## config.mk

```make
export PLATFORM = sky130hd
export DESIGN_NAME = vref_ctrl
export DESIGN_NICKNAME = d
export VERILOG_FILES = /design/src/hw/vref_pkg.sv /design/src/hw/vref_ctrl.sv /design/src/hw/vref_startup.sv
export SDC_FILE = /design/constraint.sdc
export NUM_CORES = 1
export LEC_CHECK = 0
export ABC_AREA = 1
export CAP_MARGIN = 10
export CORE_AREA = 3 3 103 105
export CTS_CLUSTER_DIAMETER = 200
export DETAILED_ROUTE_END_ITERATION = 16
export DIE_AREA = 0 0 106 108
export DONT_BUFFER_PORTS = 1
export GPL_ROUTABILITY_DRIVEN = 0
export GPL_TIMING_DRIVEN = 0
export PLACE_DENSITY = 0.56
export RECOVER_POWER = 100
export SLEW_MARGIN = 20
export SYNTH_ARGS = -nofsm -noshare
export SYNTH_HDL_FRONTEND = slang
export SYNTH_HIERARCHICAL = 1
export SYNTH_SLANG_ARGS = --single-unit
```

## constraint.sdc

```tcl
create_clock -name sys_clk -period 1.8 [get_ports sys_clk]
set_clock_uncertainty 0.1 [all_clocks]
set_input_delay 0.09 -clock sys_clk [delete_from_list [all_inputs] [get_ports sys_clk]]
set_output_delay 0.09 -clock sys_clk [all_outputs]
set_load 0.05 [all_outputs]
```

## src/hw/vref_pkg.sv

```systemverilog
package vref_pkg;

   localparam int unsigned ADDR_W = 2;
   localparam int unsigned DATA_W = 32;

   // register offsets (printed offsets are indices; byte address = 4 * index)
   localparam logic [7:0] IDX_TRIM      = 8'h00;
   localparam logic [7:0] IDX_SC        = 8'h01;
   localparam logic [7:0] IDX_IRQ_STAT  = 8'h02;
   localparam logic [7:0] IDX_IRQ_MASK  = 8'h03;

   // status/control field positions
   localparam int unsigned SC_EN_BIT     = 7;
   localparam int unsigned SC_STABLE_BIT = 2;
   localparam int unsigned SC_MODE_LO    = 0;

   // interrupt status bit positions
   localparam int unsigned IRQ_STABLE_BIT  = 0;
   localparam int unsigned IRQ_RESMODE_BIT = 1;
   localparam int unsigned IRQ_W           = 2;

   localparam logic [1:0] MODE_BANDGAP  = 2'h0;
   localparam logic [1:0] MODE_LP_BUF   = 2'h1;
   localparam logic [1:0] MODE_TIGHT    = 2'h2;
   localparam logic [1:0] MODE_RESERVED = 2'h3;

   localparam logic [7:0]  SC_RESET     = 8'h00;
   localparam logic [1:0]  MASK_RESET   = 2'h0;
   localparam logic [31:0] UNMAPPED_RD  = 32'h0000_0000;

   // startup time
   localparam int unsigned CLK_HZ        = 20_000_000;
   localparam int unsigned STARTUP_US    = 100;
   localparam int unsigned STARTUP_CYC   = (STARTUP_US * (CLK_HZ / 1_000_000));
   localparam int unsigned CNT_W         = 16;

   // trim code step size in microvolts
   localparam int unsigned TRIM_STEP_UV  = 500;

   typedef enum logic [2:0]
   {
      ST_OFF     = 3'b001,
      ST_SETTLE  = 3'b010,
      ST_STABLE  = 3'b100
   } start_state_e;

   typedef struct packed
   {
      logic bandgap_en;
      logic lp_buf_en;
      logic tight_buf_en;
   } analog_ctrl_s;

endpackage

```

## src/hw/vref_ctrl.sv

```systemverilog
`timescale 1ns/1ps
module vref_ctrl
#(
   parameter int unsigned STARTUP_CYCLES = vref_pkg::STARTUP_CYC
)
(
   input  wire logic        sys_clk,
   input  wire logic        srst,
   input  wire logic [7:0]  factory_trim,
   input  wire logic        clock_gate_ctrl_one,
   input  wire logic        third_stop_mode,
   input  wire logic [1:0]  avs_address,
   input  wire logic        avs_read,
   input  wire logic        avs_write,
   input  wire logic [31:0] avs_writedata,
   input  wire logic [3:0]  avs_byteenable,
   output logic [31:0]      avs_readdata,
   output logic             avs_waitrequest,
   output logic [7:0]       trim_code,
   output logic             bandgap_en,
   output logic             lp_buf_en,
   output logic             tight_buf_en,
   output logic             reference_out_pin_en,
   output logic             irq
);

   logic [7:0]   trim_q;
   logic         ref_en_q;
   logic [1:0]   mode_q;
   logic [1:0]   irq_stat_q;
   logic [1:0]   irq_mask_q;
   logic [31:0]  rdata_q;
   logic         ack_q;
   logic         gate_q;
   logic         trim_load_q;
   logic         active;
   logic         stable;
   logic         stable_prev_q;
   logic         wr_acc;
   logic         rd_acc;
   logic [7:0]   sc_rd;
   vref_pkg::analog_ctrl_s ctl_d;
   vref_pkg::analog_ctrl_s ctl_q;
   logic         irq_q;

   // bus decode, interrupt and read helpers
   logic         waitrequest_q;
   logic         wr_trim;
   logic         wr_sc;
   logic         wr_stat;
   logic         wr_mask;
   logic [1:0]   irq_evt;
   logic [1:0]   irq_clr;
   logic [1:0]   irq_stat_d;
   logic [31:0]  rd_mux;

   // gated bus clock modelled as an enable on bus access; set after reset
   always_ff @(posedge sys_clk)
   begin
      if (srst)
      begin
         gate_q <= 1'b1;
      end
      else
      begin
         gate_q <= clock_gate_ctrl_one;
      end
   end

   // one wait state: answer on second cycle; with gate closed no access done
   assign wr_acc = avs_write && gate_q && !ack_q;
   assign rd_acc = avs_read && gate_q && !ack_q;

   always_ff @(posedge sys_clk)
   begin
      if (srst)
      begin
         ack_q <= 1'b0;
      end
      else
      begin
         ack_q <= (wr_acc || rd_acc);
      end
   end

   // registered so the bus sees a clean level; idles high
   always_ff @(posedge sys_clk)
   begin
      if (srst)
      begin
         waitrequest_q <= 1'b1;
      end
      else
      begin
         waitrequest_q <= !(wr_acc || rd_acc);
      end
   end

   assign avs_waitrequest = waitrequest_q;

   // register select for a write taken this cycle
   always_comb
   begin
      wr_trim = 1'b0;
      wr_sc   = 1'b0;
      wr_stat = 1'b0;
      wr_mask = 1'b0;
      if (wr_acc && avs_byteenable[0])
      begin
         case (avs_address)
            vref_pkg::IDX_TRIM[1:0]:     wr_trim = 1'b1;
            vref_pkg::IDX_SC[1:0]:       wr_sc   = 1'b1;
            vref_pkg::IDX_IRQ_STAT[1:0]: wr_stat = 1'b1;
            vref_pkg::IDX_IRQ_MASK[1:0]: wr_mask = 1'b1;
            default:                     wr_trim = 1'b0;
         endcase
      end
   end

   // factory trim captured by a clock after reset, not by the reset itself
   always_ff @(posedge sys_clk)
   begin
      if (srst)
      begin
         trim_load_q <= 1'b1;
      end
      else
      begin
         trim_load_q <= 1'b0;
      end
   end

   always_ff @(posedge sys_clk)
   begin
      if (trim_load_q)
      begin
         trim_q <= factory_trim;
      end
      else if (wr_trim)
      begin
         trim_q <= avs_writedata[7:0];
      end
   end

   // status/control: only enable and mode stored
   always_ff @(posedge sys_clk)
   begin
      if (srst)
      begin
         ref_en_q <= vref_pkg::SC_RESET[vref_pkg::SC_EN_BIT];
         mode_q   <= vref_pkg::SC_RESET[vref_pkg::SC_MODE_LO +: 2];
      end
      else if (wr_sc)
      begin
         ref_en_q <= avs_writedata[vref_pkg::SC_EN_BIT];
         mode_q   <= avs_writedata[vref_pkg::SC_MODE_LO +: 2];
      end
   end

   // reserved mode counts as disabled; third stop mode does not stop it
   assign active = ref_en_q && (mode_q != vref_pkg::MODE_RESERVED);

   // counter is fixed width; the parameter is cut to it on purpose
   localparam logic [vref_pkg::CNT_W-1:0] CNT_W_LIMIT = STARTUP_CYCLES[vref_pkg::CNT_W-1:0];

   vref_startup u_startup
   (
      .sys_clk (sys_clk),
      .srst    (srst),
      .active  (active),
      .limit   (CNT_W_LIMIT),
      .stable  (stable)
   );

   always_comb
   begin
      ctl_d = '0;
      if (active)
      begin
         case (mode_q)
            vref_pkg::MODE_BANDGAP:
            begin
               ctl_d.bandgap_en = 1'b1;
            end
            vref_pkg::MODE_LP_BUF:
            begin
               ctl_d.bandgap_en = 1'b1;
               ctl_d.lp_buf_en  = 1'b1;
            end
            vref_pkg::MODE_TIGHT:
            begin
               ctl_d.bandgap_en   = 1'b1;
               ctl_d.tight_buf_en = 1'b1;
            end
            default:
            begin
               ctl_d = '0;
            end
         endcase
      end
   end

   always_ff @(posedge sys_clk)
   begin
      if (srst)
      begin
         ctl_q <= '0;
      end
      else
      begin
         ctl_q <= ctl_d;
      end
   end

   assign bandgap_en           = ctl_q.bandgap_en;
   assign lp_buf_en            = ctl_q.lp_buf_en;
   assign tight_buf_en         = ctl_q.tight_buf_en;
   assign reference_out_pin_en = ctl_q.tight_buf_en;
   assign trim_code            = trim_q;

   // interrupt events: stable rise, enabled with reserved mode
   always_ff @(posedge sys_clk)
   begin
      if (srst)
      begin
         stable_prev_q <= 1'b0;
      end
      else
      begin
         stable_prev_q <= stable;
      end
   end

   // one event per status bit
   always_comb
   begin
      irq_evt                            = '0;
      irq_evt[vref_pkg::IRQ_STABLE_BIT]  = stable && !stable_prev_q;
      irq_evt[vref_pkg::IRQ_RESMODE_BIT] = ref_en_q && (mode_q == vref_pkg::MODE_RESERVED);
   end

   assign irq_clr = wr_stat ? avs_writedata[vref_pkg::IRQ_W-1:0] : '0;

   // sticky bits, write one to clear; an event in the same cycle wins
   for (genvar g = 0; g < vref_pkg::IRQ_W; g++)
   begin : g_irq_bit
      assign irq_stat_d[g] = irq_evt[g] || (irq_stat_q[g] && !irq_clr[g]);
   end

   always_ff @(posedge sys_clk)
   begin
      if (srst)
      begin
         irq_stat_q <= '0;
      end
      else
      begin
         irq_stat_q <= irq_stat_d;
      end
   end

   always_ff @(posedge sys_clk)
   begin
      if (srst)
      begin
         irq_mask_q <= vref_pkg::MASK_RESET;
      end
      else if (wr_mask)
      begin
         irq_mask_q <= avs_writedata[vref_pkg::IRQ_W-1:0];
      end
   end

   always_ff @(posedge sys_clk)
   begin
      if (srst)
      begin
         irq_q <= 1'b0;
      end
      else
      begin
         irq_q <= |(irq_stat_q & irq_mask_q);
      end
   end

   assign irq = irq_q;

   // bits 6:3 always zero
   always_comb
   begin
      sc_rd = '0;
      sc_rd[vref_pkg::SC_EN_BIT]        = ref_en_q;
      sc_rd[vref_pkg::SC_STABLE_BIT]    = stable;
      sc_rd[vref_pkg::SC_MODE_LO +: 2]  = mode_q;
   end

   always_comb
   begin
      rd_mux = vref_pkg::UNMAPPED_RD;
      case (avs_address)
         vref_pkg::IDX_TRIM[1:0]:     rd_mux = {24'h000000, trim_q};
         vref_pkg::IDX_SC[1:0]:       rd_mux = {24'h000000, sc_rd};
         vref_pkg::IDX_IRQ_STAT[1:0]: rd_mux = {30'h0, irq_stat_q};
         vref_pkg::IDX_IRQ_MASK[1:0]: rd_mux = {30'h0, irq_mask_q};
         default:                     rd_mux = vref_pkg::UNMAPPED_RD;
      endcase
   end

   // captured on the first request cycle, stands until the next read
   always_ff @(posedge sys_clk)
   begin
      if (srst)
      begin
         rdata_q <= vref_pkg::UNMAPPED_RD;
      end
      else if (rd_acc)
      begin
         rdata_q <= rd_mux;
      end
   end

   assign avs_readdata = rdata_q;

endmodule

```

## src/hw/vref_startup.sv

```systemverilog
`timescale 1ns/1ps
module vref_startup
(
   input  wire logic sys_clk,
   input  wire logic srst,
   input  wire logic active,
   input  wire logic [vref_pkg::CNT_W-1:0] limit,
   output logic      stable
);

   vref_pkg::start_state_e         state_q;
   logic [vref_pkg::CNT_W-1:0]     cnt_q;

   // counter started on enable rise, cleared on enable fall
   always_ff @(posedge sys_clk)
   begin
      if (srst || !active)
      begin
         state_q <= vref_pkg::ST_OFF;
         cnt_q   <= '0;
      end
      else
      begin
         case (state_q)
            vref_pkg::ST_OFF:
            begin
               state_q <= vref_pkg::ST_SETTLE;
               cnt_q   <= '0;
            end
            vref_pkg::ST_SETTLE:
            begin
               if (cnt_q >= limit - 1'b1)
               begin
                  state_q <= vref_pkg::ST_STABLE;
               end
               else
               begin
                  cnt_q <= cnt_q + 1'b1;
               end
            end
            vref_pkg::ST_STABLE:
            begin
               state_q <= vref_pkg::ST_STABLE;
            end
            default:
            begin
               state_q <= vref_pkg::ST_OFF;
            end
         endcase
      end
   end

   assign stable = (state_q == vref_pkg::ST_STABLE);

endmodule
```

==> impl_metrics.py, run 1 <==
metrics = {
    "setup_path": {
        "crit_chain": "ha_4 -> nand2_1 -> inv_1 -> nand2_2 -> nor2_1 -> nor2_1 -> nand2_1 -> nand2_2 -> nand2_4 -> nand2_8 -> clkbuf_16 -> nand2_1 -> a21oi_1",
        "cpMaxStageDelayCell": "dfxtp_4",
        "crit_start": "u_startup/cnt_q[4]$_SDFFE_PP0P_",
        "cp_max_fo": 5,
        "worstSetupEndpointType": "flip-flop",
        "path_class": "reg2reg",
        "worst-r2r-setup-slack_ps": -5,
        "r2r_start": "u_startup/cnt_q[4]$_SDFFE_PP0P_",
        "cp_data_required_time_ps": 1890,
        "reg2regPathDepth": 13,
        "cp_common_cell": "nand2_1",
        "critPathMaxStageDelay_ps": 370,
        "rr_endpoint": "u_startup/cnt_q[9]$_SDFFE_PP0P_",
        "critical_path_arrival_ps": 1890,
        "worstSetupStartpointType": "flip-flop",
        "crit_path_end": "u_startup/cnt_q[9]$_SDFFE_PP0P_",
    },
    "finish": {
        "final_cells": 726,
        "finalInstanceArea_um2": 4420,
        "filler_cell_count": 1018,
        "antenna_cells": 0,
        "nets": 662,
        "drive_gt1_frac": 0.182,
        "multiInputGateArea_um2": 2170,
        "postLayoutCoreUtil": 0.454,
        "regArea_um2": 1130,
        "syn2layout_area_growth_pct": 31.0,
    },
    "global_routing": {
        "met2_usage": 0.256,
        "grt_util_met1": 0.159,
        "busiest_layer": "met2",
        "grt_pass1_vias": 2954,
        "antenna_found_initial": 0,
        "gr-usage-all-layers": 0.137,
        "grt_pass1_wl_mm": 13.0,
        "grt_max_degree": 19,
        "grt.overflow.total": 0,
        "grt_use_met3": 0.0352,
    },
    "floorplanning": {
        "core-area_um2": 9730,
        "die_x_um": 106,
        "start_util": 0.347,
        "die_area_um2": 11400,
        "ios": 98,
        "rows": 36,
        "fp.dieH_um": 108,
    },
    "min_path": {
        "worstHoldPathType": "in2reg",
        "hold_depth": 5,
    },
    "sta": {
        "fmax_ghz": 0.554,
        "worst_pin_slew_ps": 536,
        "min_period_ps": 1800,
        "slew_headroom": 0.642,
        "drv_slew": 0,
        "rsz0062_at_grt": "yes",
        "finalSetupTns_ps": -4.93,
        "hold_violations": 0,
        "post-route-period-util": 1.00,
        "timing.hold.ws_ps": 23.5,
        "timing.final.ws_setup_ps": -4.93,
        "setup_viol": 1,
    },
    "drt": {
        "vias": 3121,
        "drt-total-wl_mm": 8.07,
        "viasPerCell": 4.30,
        "first_pass_iters": 5,
        "antenna_left": 0,
        "routedWlPerCell_um": 11.1,
        "drcViolationCount": 0,
        "drt_iter0_markers": 81,
    },
    "placement": {
        "dp_hpwl_mm": 5.91,
        "dp_slack_ps": -136,
        "dp.cells": 683,
        "io_buffer_count": 0,
        "post_dp_cell_area_um2": 3770,
    },
    "clock_network": {
        "cts_tree": "done",
        "root_buffer": "clkbuf_8",
        "cts.reportedPaths.clkPinSlew_ps": 110,
        "clkLatencyLatePin_ps": 320,
        "cts_buffers": 5,
        "clockBufferDepth": 2,
        "clock_sinks": 51,
        "h-tree-depth": 2,
    },
    "yosys": {
        "yosysSeqAreaShare": 0.327,
        "yosys-top-cells-count": "116 x nand2_1, 75 x nor2_1, 61 x inv_1",
        "ys_async_sr_fraction": 0,
        "synth_cells": 489,
        "synth_edf_count": 8,
        "synth_top_area_share": 0.255,
        "synth_seq_cells": 51,
        "syn_area_um2": 3370,
        "yosysMostFrequentCell": "nand2_1",
        "ys_types": 37,
        "yosysTopAreaCell": "dfxtp_1",
        "avgSynthCellArea_um2": 6.90,
        "ys_warn_count": 6,
        "synth_ff_type": "dfxtp_1",
        "synth.area.top_cells": "dfxtp_1 26%, nand2_1 13%, nor2_1 8.3%",
    },
    "run": {
        "drv_cap": 0,
    },
    "power": {
        "vdd_ir_drop_max_mv": 0.386,
        "power_density_nw_per_um2": 551,
        "p_leak_nw": 1.97,
        "finalPower_mw": 2.44,
    },
    "run_status": {
        "status": "finished, violations left",
        "violations": "negative setup slack",
    },
}
==> cell families (layout without fill, tap and decap cells) <==
| logic type | count (synthesis) | after routing | synth area share |
|---|---|---|---|
| adder cells (fa/ha/maj) | 18 | 18 | 0.0668 |
| flip-flops | 51 | 51 | 0.327 |
| other | 2 | 63 | 0.00223 |
| AO/OA/AOI/OAI | 38 | 38 | 0.0616 |
| AND/OR/NAND/NOR | 260 | 260 | 0.337 |
| buffers and inverters | 100 | 143 | 0.154 |
| XOR/XNOR | 20 | 20 | 0.0519 |
==> critical path, delay by kind of cell, from the launching register on <==
family | cells | cell delay, ps
simple gates | 9 | 660
compound gates | 1 | 60
flops | 1 | 370
buf+inv | 2 | 240
fa+ha+maj | 1 | 260
==> worst min path at each step <==
stage,startpoint,endpoint
after global routing,avs_address[1],avs_readdata[4]$_SDFFE_PP0P_
final,avs_byteenable[0],irq_stat_q[0]$_SDFF_PP0_
after global placement,srst,trim_load_q$_DFF_P_
after floorplan,srst,trim_load_q$_DFF_P_
after CTS,avs_read,avs_readdata[2]$_SDFFE_PP0P_
after detailed placement,srst,trim_load_q$_DFF_P_
==> cells in the final DEF (no fill, tap or decap), drive strengths merged, types with 8 or more instances in the layout <==
master	synthesis	layout
dlygate4sd3	0	20
ha	18	18
dfxtp	43	43
nor3	12	12
nand4	10	10
inv	63	65
o21ai	14	14
buf	34	41
conb	2	63
nand3	34	34
nor2	78	78
clkbuf	1	14
nand2	120	120
xor2	15	15
a21oi	17	17
edfxtp	8	8
==> layout make-up <==
class,instances,share of cell area
Multi-Input combinational cell,399,0.491
Sequential cell,51,0.256
Timing Repair Buffer,35,0.0748
Buffer,35,0.0615
Inverter,65,0.0575
Tap cell,133,0.0377
Clock buffer,5,0.0156
Clock inverter,3,0.00595
==> flip-flops by register name, summed over array words and instances (netlist names) <==
name / flops
avs_readdata: 8
ack_q: 1
irq_mask_q: 2
trim_load_q: 1
bandgap_en: 1
irq_stat_q: 2
mode_q: 2
irq: 1
u_startup/state_q: 3
gate_q: 1
lp_buf_en: 1
ref_en_q: 1
trim_code: 8
u_startup/cnt_q: 16
reference_out_pin_en: 1
stable_prev_q: 1
avs_waitrequest: 1
==> power by group <==
group / internal [mW] / switching (mW) / leakage [nW]
Combinational: 0.153 / 0.272 / 1.49
Clock: 0.287 / 0.430 / 0.0491
Sequential: 1.18 / 0.110 / 0.435
Total: 1.62 / 0.812 / 1.97
==> layer usage <==
layer  vias up  part of all wire
li1       1665                 -
met4         0            0.0073
met5         -                 0
met2        70              0.52
met3         6             0.066
met1      1380              0.40
==> what timing repair did <==
action / in CTS / in global routing
endpoints found under the setup margin: 18 / 21
gates resized for setup: 10 / 46
hold buffers: 20 / 0
buffers inserted: 3 / 11
hold endpoints to repair: 27 / 0
gates cloned: 0 / 1
pin swaps: 1 / 6
(Power assumes the default switching activity.)
==> run 2, diff against run 1 <==
Settings changed: ABC_CLOCK_PERIOD_IN_PS from default to 1800, REMOVE_ABC_BUFFERS from default to 1.
==> run 2 against run 1 <==
  * Register-to-register slack improved by 40 ps
  * The flow now finishes without violations
  * Total power fell by 4.8%
  * Sequential power barely moved
  * Highest routed layer unchanged
  * Critical path depth fell by 2
  * First-iteration DRC count rose by 140%
  * Core utilization fell by 2.4 points
==> impl_metrics.py, run 2 (synthesis results as in run 1) <==
metrics = {
    "drt": {
        "antenna_left": 0,
        "first_pass_iters": 5,
        "drt_iter0_markers": 192,
        "drt-met1-wl_mm": 3.31,
        "met2_length_mm": 3.91,
        "routedWlPerCell_um": 11.2,
        "drcViolationCount": 0,
        "viasPerCell": 4.45,
        "dr_wl_met3_um": 325,
        "vias": 3070,
        "drt-total-wl_mm": 7.71,
        "maxUsedRoutingLayer": "met4",
    },
    "setup_path": {
        "worstSetupStartpointType": "flip-flop",
        "worstSetupEndpointType": "flip-flop",
        "cp_data_required_time_ps": 1930,
        "crit_path_end": "u_startup/cnt_q[2]$_SDFFE_PP0P_",
        "cp_common_cell": "nand3_2",
        "reg2regPathDepth": 11,
        "cp_max_fo": 8,
        "rr_endpoint": "u_startup/cnt_q[2]$_SDFFE_PP0P_",
        "worst-r2r-setup-slack_ps": 40,
        "critPathMaxStageDelay_ps": 380,
        "r2r_start": "u_startup/cnt_q[13]$_SDFFE_PP0P_",
        "crit_chain": "ha_4 -> nand2_2 -> inv_2 -> o21ai_2 -> nand3_2 -> nor2_4 -> nand2_8 -> buf_12 -> nand3_2 -> nand2_1 -> nor2_1",
        "path_class": "reg2reg",
        "critical_path_arrival_ps": 1890,
        "cpMaxStageDelayCell": "dfxtp_4",
        "crit_start": "u_startup/cnt_q[13]$_SDFFE_PP0P_",
    },
    "finish": {
        "antenna_cells": 0,
        "postLayoutCoreUtil": 0.430,
        "top_register": "u_startup/cnt_q",
        "nets": 626,
        "largest_reg_flops": 16,
        "final_common_cell": "nand2_1",
        "final_cell_mix": "109 x nand2_1, 69 x nor2_1, 63 x conb_1",
        "drive_gt1_frac": 0.151,
        "syn2layout_area_growth_pct": 24.2,
    },
    "clock_network": {
        "clockBufferDepth": 2,
        "clock_sinks": 51,
        "cts.reportedPaths.clkPinSlew_ps": 90,
        "cts_tree": "done",
        "cts_buffers": 5,
        "clkLatencyLatePin_ps": 300,
        "h-tree-depth": 2,
        "root_buffer": "clkbuf_8",
    },
    "placement": {
        "io_buffer_count": 0,
        "dp_hpwl_mm": 5.38,
        "dp_slack_ps": -301,
    },
    "floorplanning": {
        "die_x_um": 106,
        "start_util": 0.347,
        "rows": 36,
        "fp.dieH_um": 108,
        "core-area_um2": 9730,
        "die_area_um2": 11400,
        "ios": 98,
    },
    "sta": {
        "post-route-period-util": 0.981,
        "slew_headroom": 0.379,
        "drv_slew": 0,
        "hold_violations": 0,
        "worst_pin_slew_ps": 930,
        "timing.final.ws_setup_ps": 35.0,
        "fmax_ghz": 0.567,
        "setup_viol": 0,
        "rsz0062_at_grt": "yes",
        "min_period_ps": 1760,
    },
    "run": {
        "drv_cap": 0,
    },
    "global_routing": {
        "grt_pass1_wl_mm": 12.7,
        "gr-usage-all-layers": 0.133,
        "grt_max_degree": 18,
        "antenna_found_initial": 0,
        "grt.overflow.total": 0,
        "grt_pass1_vias": 2874,
    },
    "power": {
        "power_density_nw_per_um2": 553,
        "p_leak_nw": 1.78,
        "vdd_ir_drop_max_mv": 0.348,
    },
    "min_path": {
        "worstHoldPathType": "in2reg",
    },
    "run_status": {
        "status": "complete, no violations",
    },
}
run 2: repair_timing:
item                                    4_1_cts  5_1_grt
resized for setup                            32       43
hold buffers                                 20        1
hold endpoints to repair                     36       17
gates cloned                                  2        0
pin swaps                                     8       26
endpoints found under the setup margin       17       18
buffers inserted                              5        6
run 2: layout make-up:
type	instances	area [um^2]
Fill cell	1028	5540
Timing Repair Buffer	32	309
Tap cell	133	166
Sequential cell	51	1140
Multi-Input combinational cell	400	2220
Clock buffer	6	72.6
Timing Repair inverter	1	11.3
Clock inverter	2	12.5
Inverter	65	253
run 2: through the flow:
stage	cells	setup TNS (ps)	cell area (um^2)	power [mW]	hold WS, ps
6_report	690	0	4190	2.32	19.5
5_1_grt	690	-194	4190	2.42	44.8
4_1_cts	683	0	3970	2.31	-305
3_5_place_dp	648	-4430	3490	1.62	18.4
3_3_place_gp	648	-4320	3490	1.62	18.8
2_1_floorplan	515	0	3330	1.59	17.7
run 2: layer usage:
| layer | track usage | up-vias |
|---|---|---|
| met5 | 0 | - |
| met4 | 0.0500 | 0 |
| met3 | 0.0215 | 14 |
| met2 | 0.239 | 73 |
| met1 | 0.161 | 1392 |
| li1 | - | 1591 |
run 2: power by group:
| part | leakage [nW] | internal [mW] | switching [mW] | total, mW |
|---|---|---|---|---|
| Clock | 0.0428 | 0.273 | 0.381 | 0.654 |
| Sequential | 0.438 | 1.18 | 0.113 | 1.29 |
| Combinational | 1.30 | 0.108 | 0.264 | 0.371 |
| Total | 1.78 | 1.56 | 0.758 | 2.32 |
run 2: worst min path at each step:
stage | depth (start not counted) | startpoint | slack (ps) | to
6_report | 5 | avs_byteenable[0] | 20 | irq_stat_q[0]$_SDFF_PP0_
5_1_grt | 5 | avs_byteenable[0] | 40 | irq_stat_q[0]$_SDFF_PP0_
4_1_cts | 0 | srst | -310 | trim_load_q$_DFF_P_
3_5_place_dp | 0 | srst | 20 | trim_load_q$_DFF_P_
3_3_place_gp | 0 | srst | 20 | trim_load_q$_DFF_P_
2_1_floorplan | 0 | srst | 20 | trim_load_q$_DFF_P_
run 2: critical path, delay by kind of cell, from the launching register on:
kind | cells | cell delay, ps
AO/OA/AOI/OAI | 1 | 120
flip-flops | 1 | 380
adder cells (fa/ha/maj) | 1 | 200
buffers and inverters | 2 | 180
AND/OR/NAND/NOR | 7 | 690
==> run 3, diff against run 2 <==
Settings changed: ABC_CLOCK_PERIOD_IN_PS 1800 to 1680, CTS_BUF_LIST from default to sky130_fd_sc_hd__clkbuf_16.
Clock period 1.8 ns to 1.68 ns, I/O delays scaled along.
==> run 3 against run 2 <==
  * The flow now finishes with violations (negative setup slack)
  * Critical path type unchanged
  * Fmax is essentially flat
  * Final area grew 3.7%
  * Critical endpoint unchanged
  * Highest routed layer unchanged
  * Flip-flop and latch count is the same
  * Combinational power grew 8.1%
  * Clock-buffer cell count shrank 1
  * Sequential power grew 7%
  * Core utilization grew 1.6 points
  * Critical path depth shrank 3
  * Register-to-register slack lost 120 ps
  * Routed wire length grew 4.2%
  * First-iteration DRC count grew 1.0%
  * Global-route usage grew 0.69 points
==> impl_metrics.py, run 3 (synthesis results as in run 1) <==
metrics = {
    "sta": {
        "drv_slew": 0,
        "rsz0062_at_grt": "yes",
        "timing.final.ws_setup_ps": -85.8,
        "slew_headroom": 0.379,
        "worst_pin_slew_ps": 930,
        "setup_viol": 6,
        "min_period_ps": 1770,
        "timing.hold.ws_ps": 13.7,
        "post-route-period-util": 1.05,
        "hold_violations": 0,
        "finalSetupTns_ps": -120,
        "fmax_ghz": 0.566,
    },
    "finish": {
        "final_common_cell": "nand2_1",
        "largest_reg_flops": 16,
        "final_cell_mix": "105 x nand2_1, 65 x nor2_1, 63 x conb_1",
        "syn2layout_area_growth_pct": 28.7,
        "top_register": "u_startup/cnt_q",
        "nets": 633,
        "antenna_cells": 0,
        "drive_gt1_frac": 0.183,
    },
    "floorplanning": {
        "die_area_um2": 11400,
        "ios": 98,
        "start_util": 0.347,
        "core-area_um2": 9730,
        "fp.dieH_um": 108,
        "rows": 36,
        "die_x_um": 106,
    },
    "drt": {
        "antenna_left": 0,
        "viasPerCell": 4.49,
        "drcViolationCount": 0,
        "drt_iter0_markers": 194,
        "vias": 3132,
        "first_pass_iters": 5,
        "drt-total-wl_mm": 8.03,
        "routedWlPerCell_um": 11.5,
    },
    "min_path": {
        "worstHoldPathType": "in2reg",
    },
    "global_routing": {
        "grt_pass1_vias": 2965,
        "grt_pass1_wl_mm": 13.3,
        "grt_max_degree": 18,
        "gr-usage-all-layers": 0.140,
        "grt.overflow.total": 0,
        "antenna_found_initial": 0,
    },
    "clock_network": {
        "clockBufferDepth": 2,
        "h-tree-depth": 2,
        "cts_buffers": 5,
        "clock_sinks": 51,
        "root_buffer": "clkbuf_16",
        "clkLatencyLatePin_ps": 290,
        "cts_tree": "done",
        "cts.reportedPaths.clkPinSlew_ps": 70,
    },
    "placement": {
        "dp_slack_ps": -421,
        "io_buffer_count": 0,
        "dp_hpwl_mm": 5.38,
    },
    "power": {
        "power_density_nw_per_um2": 639,
        "finalPower_mw": 2.77,
        "p_leak_nw": 1.85,
        "vdd_ir_drop_max_mv": 0.482,
    },
    "run_status": {
        "violations": "negative setup slack",
        "status": "finished, violations left",
    },
    "setup_path": {
        "worstSetupEndpointType": "flip-flop",
        "cp_max_fo": 11,
        "path_class": "reg2reg",
        "cp_data_required_time_ps": 1790,
        "critical_path_arrival_ps": 1870,
        "worstSetupStartpointType": "flip-flop",
    },
    "run": {
        "drv_cap": 0,
    },
}
## run 3: cell types whose count changed in the layout (fill, tap and decap cells not counted), moves of 3 or more
cell	change
ha_4	+3
nor2_2	+4
nand2_1	-4
nor2_1	-4
clkbuf_8	-5
buf_4	+6
nand2_2	+4
clkbuf_16	+5
## run 3: final timing paths
kind | cells past startpoint | endpoint | slack, ps | startpoint
setup reg to reg | 8 | u_startup/cnt_q[2]$_SDFFE_PP0P_ | -90 | u_startup/state_q[1]$_SDFFE_PP0P_
hold / removal | 4 | avs_readdata[7]$_SDFFE_PP0P_ | 10 | avs_address[0]
hold reg to reg | 1 | irq_stat_q[0]$_SDFF_PP0_ | 320 | stable_prev_q$_SDFF_PP0_
setup / recovery | 8 | u_startup/cnt_q[2]$_SDFFE_PP0P_ | -90 | u_startup/state_q[1]$_SDFFE_PP0P_
## run 3: layer usage
metal / track usage / routed length [um] / vias to the layer above / part of all wire
met5: 0 / 0 / - / 0
met1: 0.168 / 3470 / 1431 / 0.43
li1: - / - / 1609 / -
met3: 0.0215 / 343 / 11 / 0.043
met2: 0.256 / 4060 / 81 / 0.51
met4: 0.0481 / 150 / 0 / 0.019
## run 3: layout make-up
| type | instances | area, um^2 |
|---|---|---|
| fillers | 1011 | 5390 |
| flip-flops and latches | 51 | 1140 |
| well taps | 133 | 166 |
| clock buffers | 5 | 125 |
| multi-input cells | 401 | 2280 |
| repair buffers | 38 | 347 |
| clock inverters | 3 | 16.3 |
| repair inverters | 1 | 8.76 |
| inverters | 65 | 259 |
## run 3: what timing repair did
| action | in CTS | in global routing |
|---|---|---|
| endpoints found under the setup margin | 19 | 27 |
| cloned | 3 | 0 |
| buffers inserted | 13 | 5 |
| endpoints found under the hold margin | 35 | 0 |
| hold buffers | 20 | 0 |
| gates resized for setup | 47 | 43 |
| pin swaps | 20 | 29 |
## run 3: power by group
part | total, mW | internal (mW) | leakage (nW) | switching (mW)
Clock | 0.988 | 0.545 | 0.0726 | 0.443
Sequential | 1.38 | 1.26 | 0.438 | 0.121
Combinational | 0.401 | 0.115 | 1.34 | 0.286
## run 3: stage by stage
| step | utilization | cells | cell area, um^2 |
|---|---|---|---|
| floorplan | - | 515 | 3330 |
| global placement | 0.359 | 648 | 3490 |
| detailed placement | 0.359 | 648 | 3490 |
| CTS | 0.429 | 692 | 4170 |
| global route | 0.446 | 697 | 4340 |
| finish | 0.446 | 697 | 4340 |
## run 3: critical path, cell delays in order, from the launching register on
cell and delay [ps]:
dfxtp_1 340, inv_1 90, nor3_4 190, buf_4 170
clkinvlp_4 70, buf_4 170, nor3b_1 370, nor2_4 70
nor2_2 120
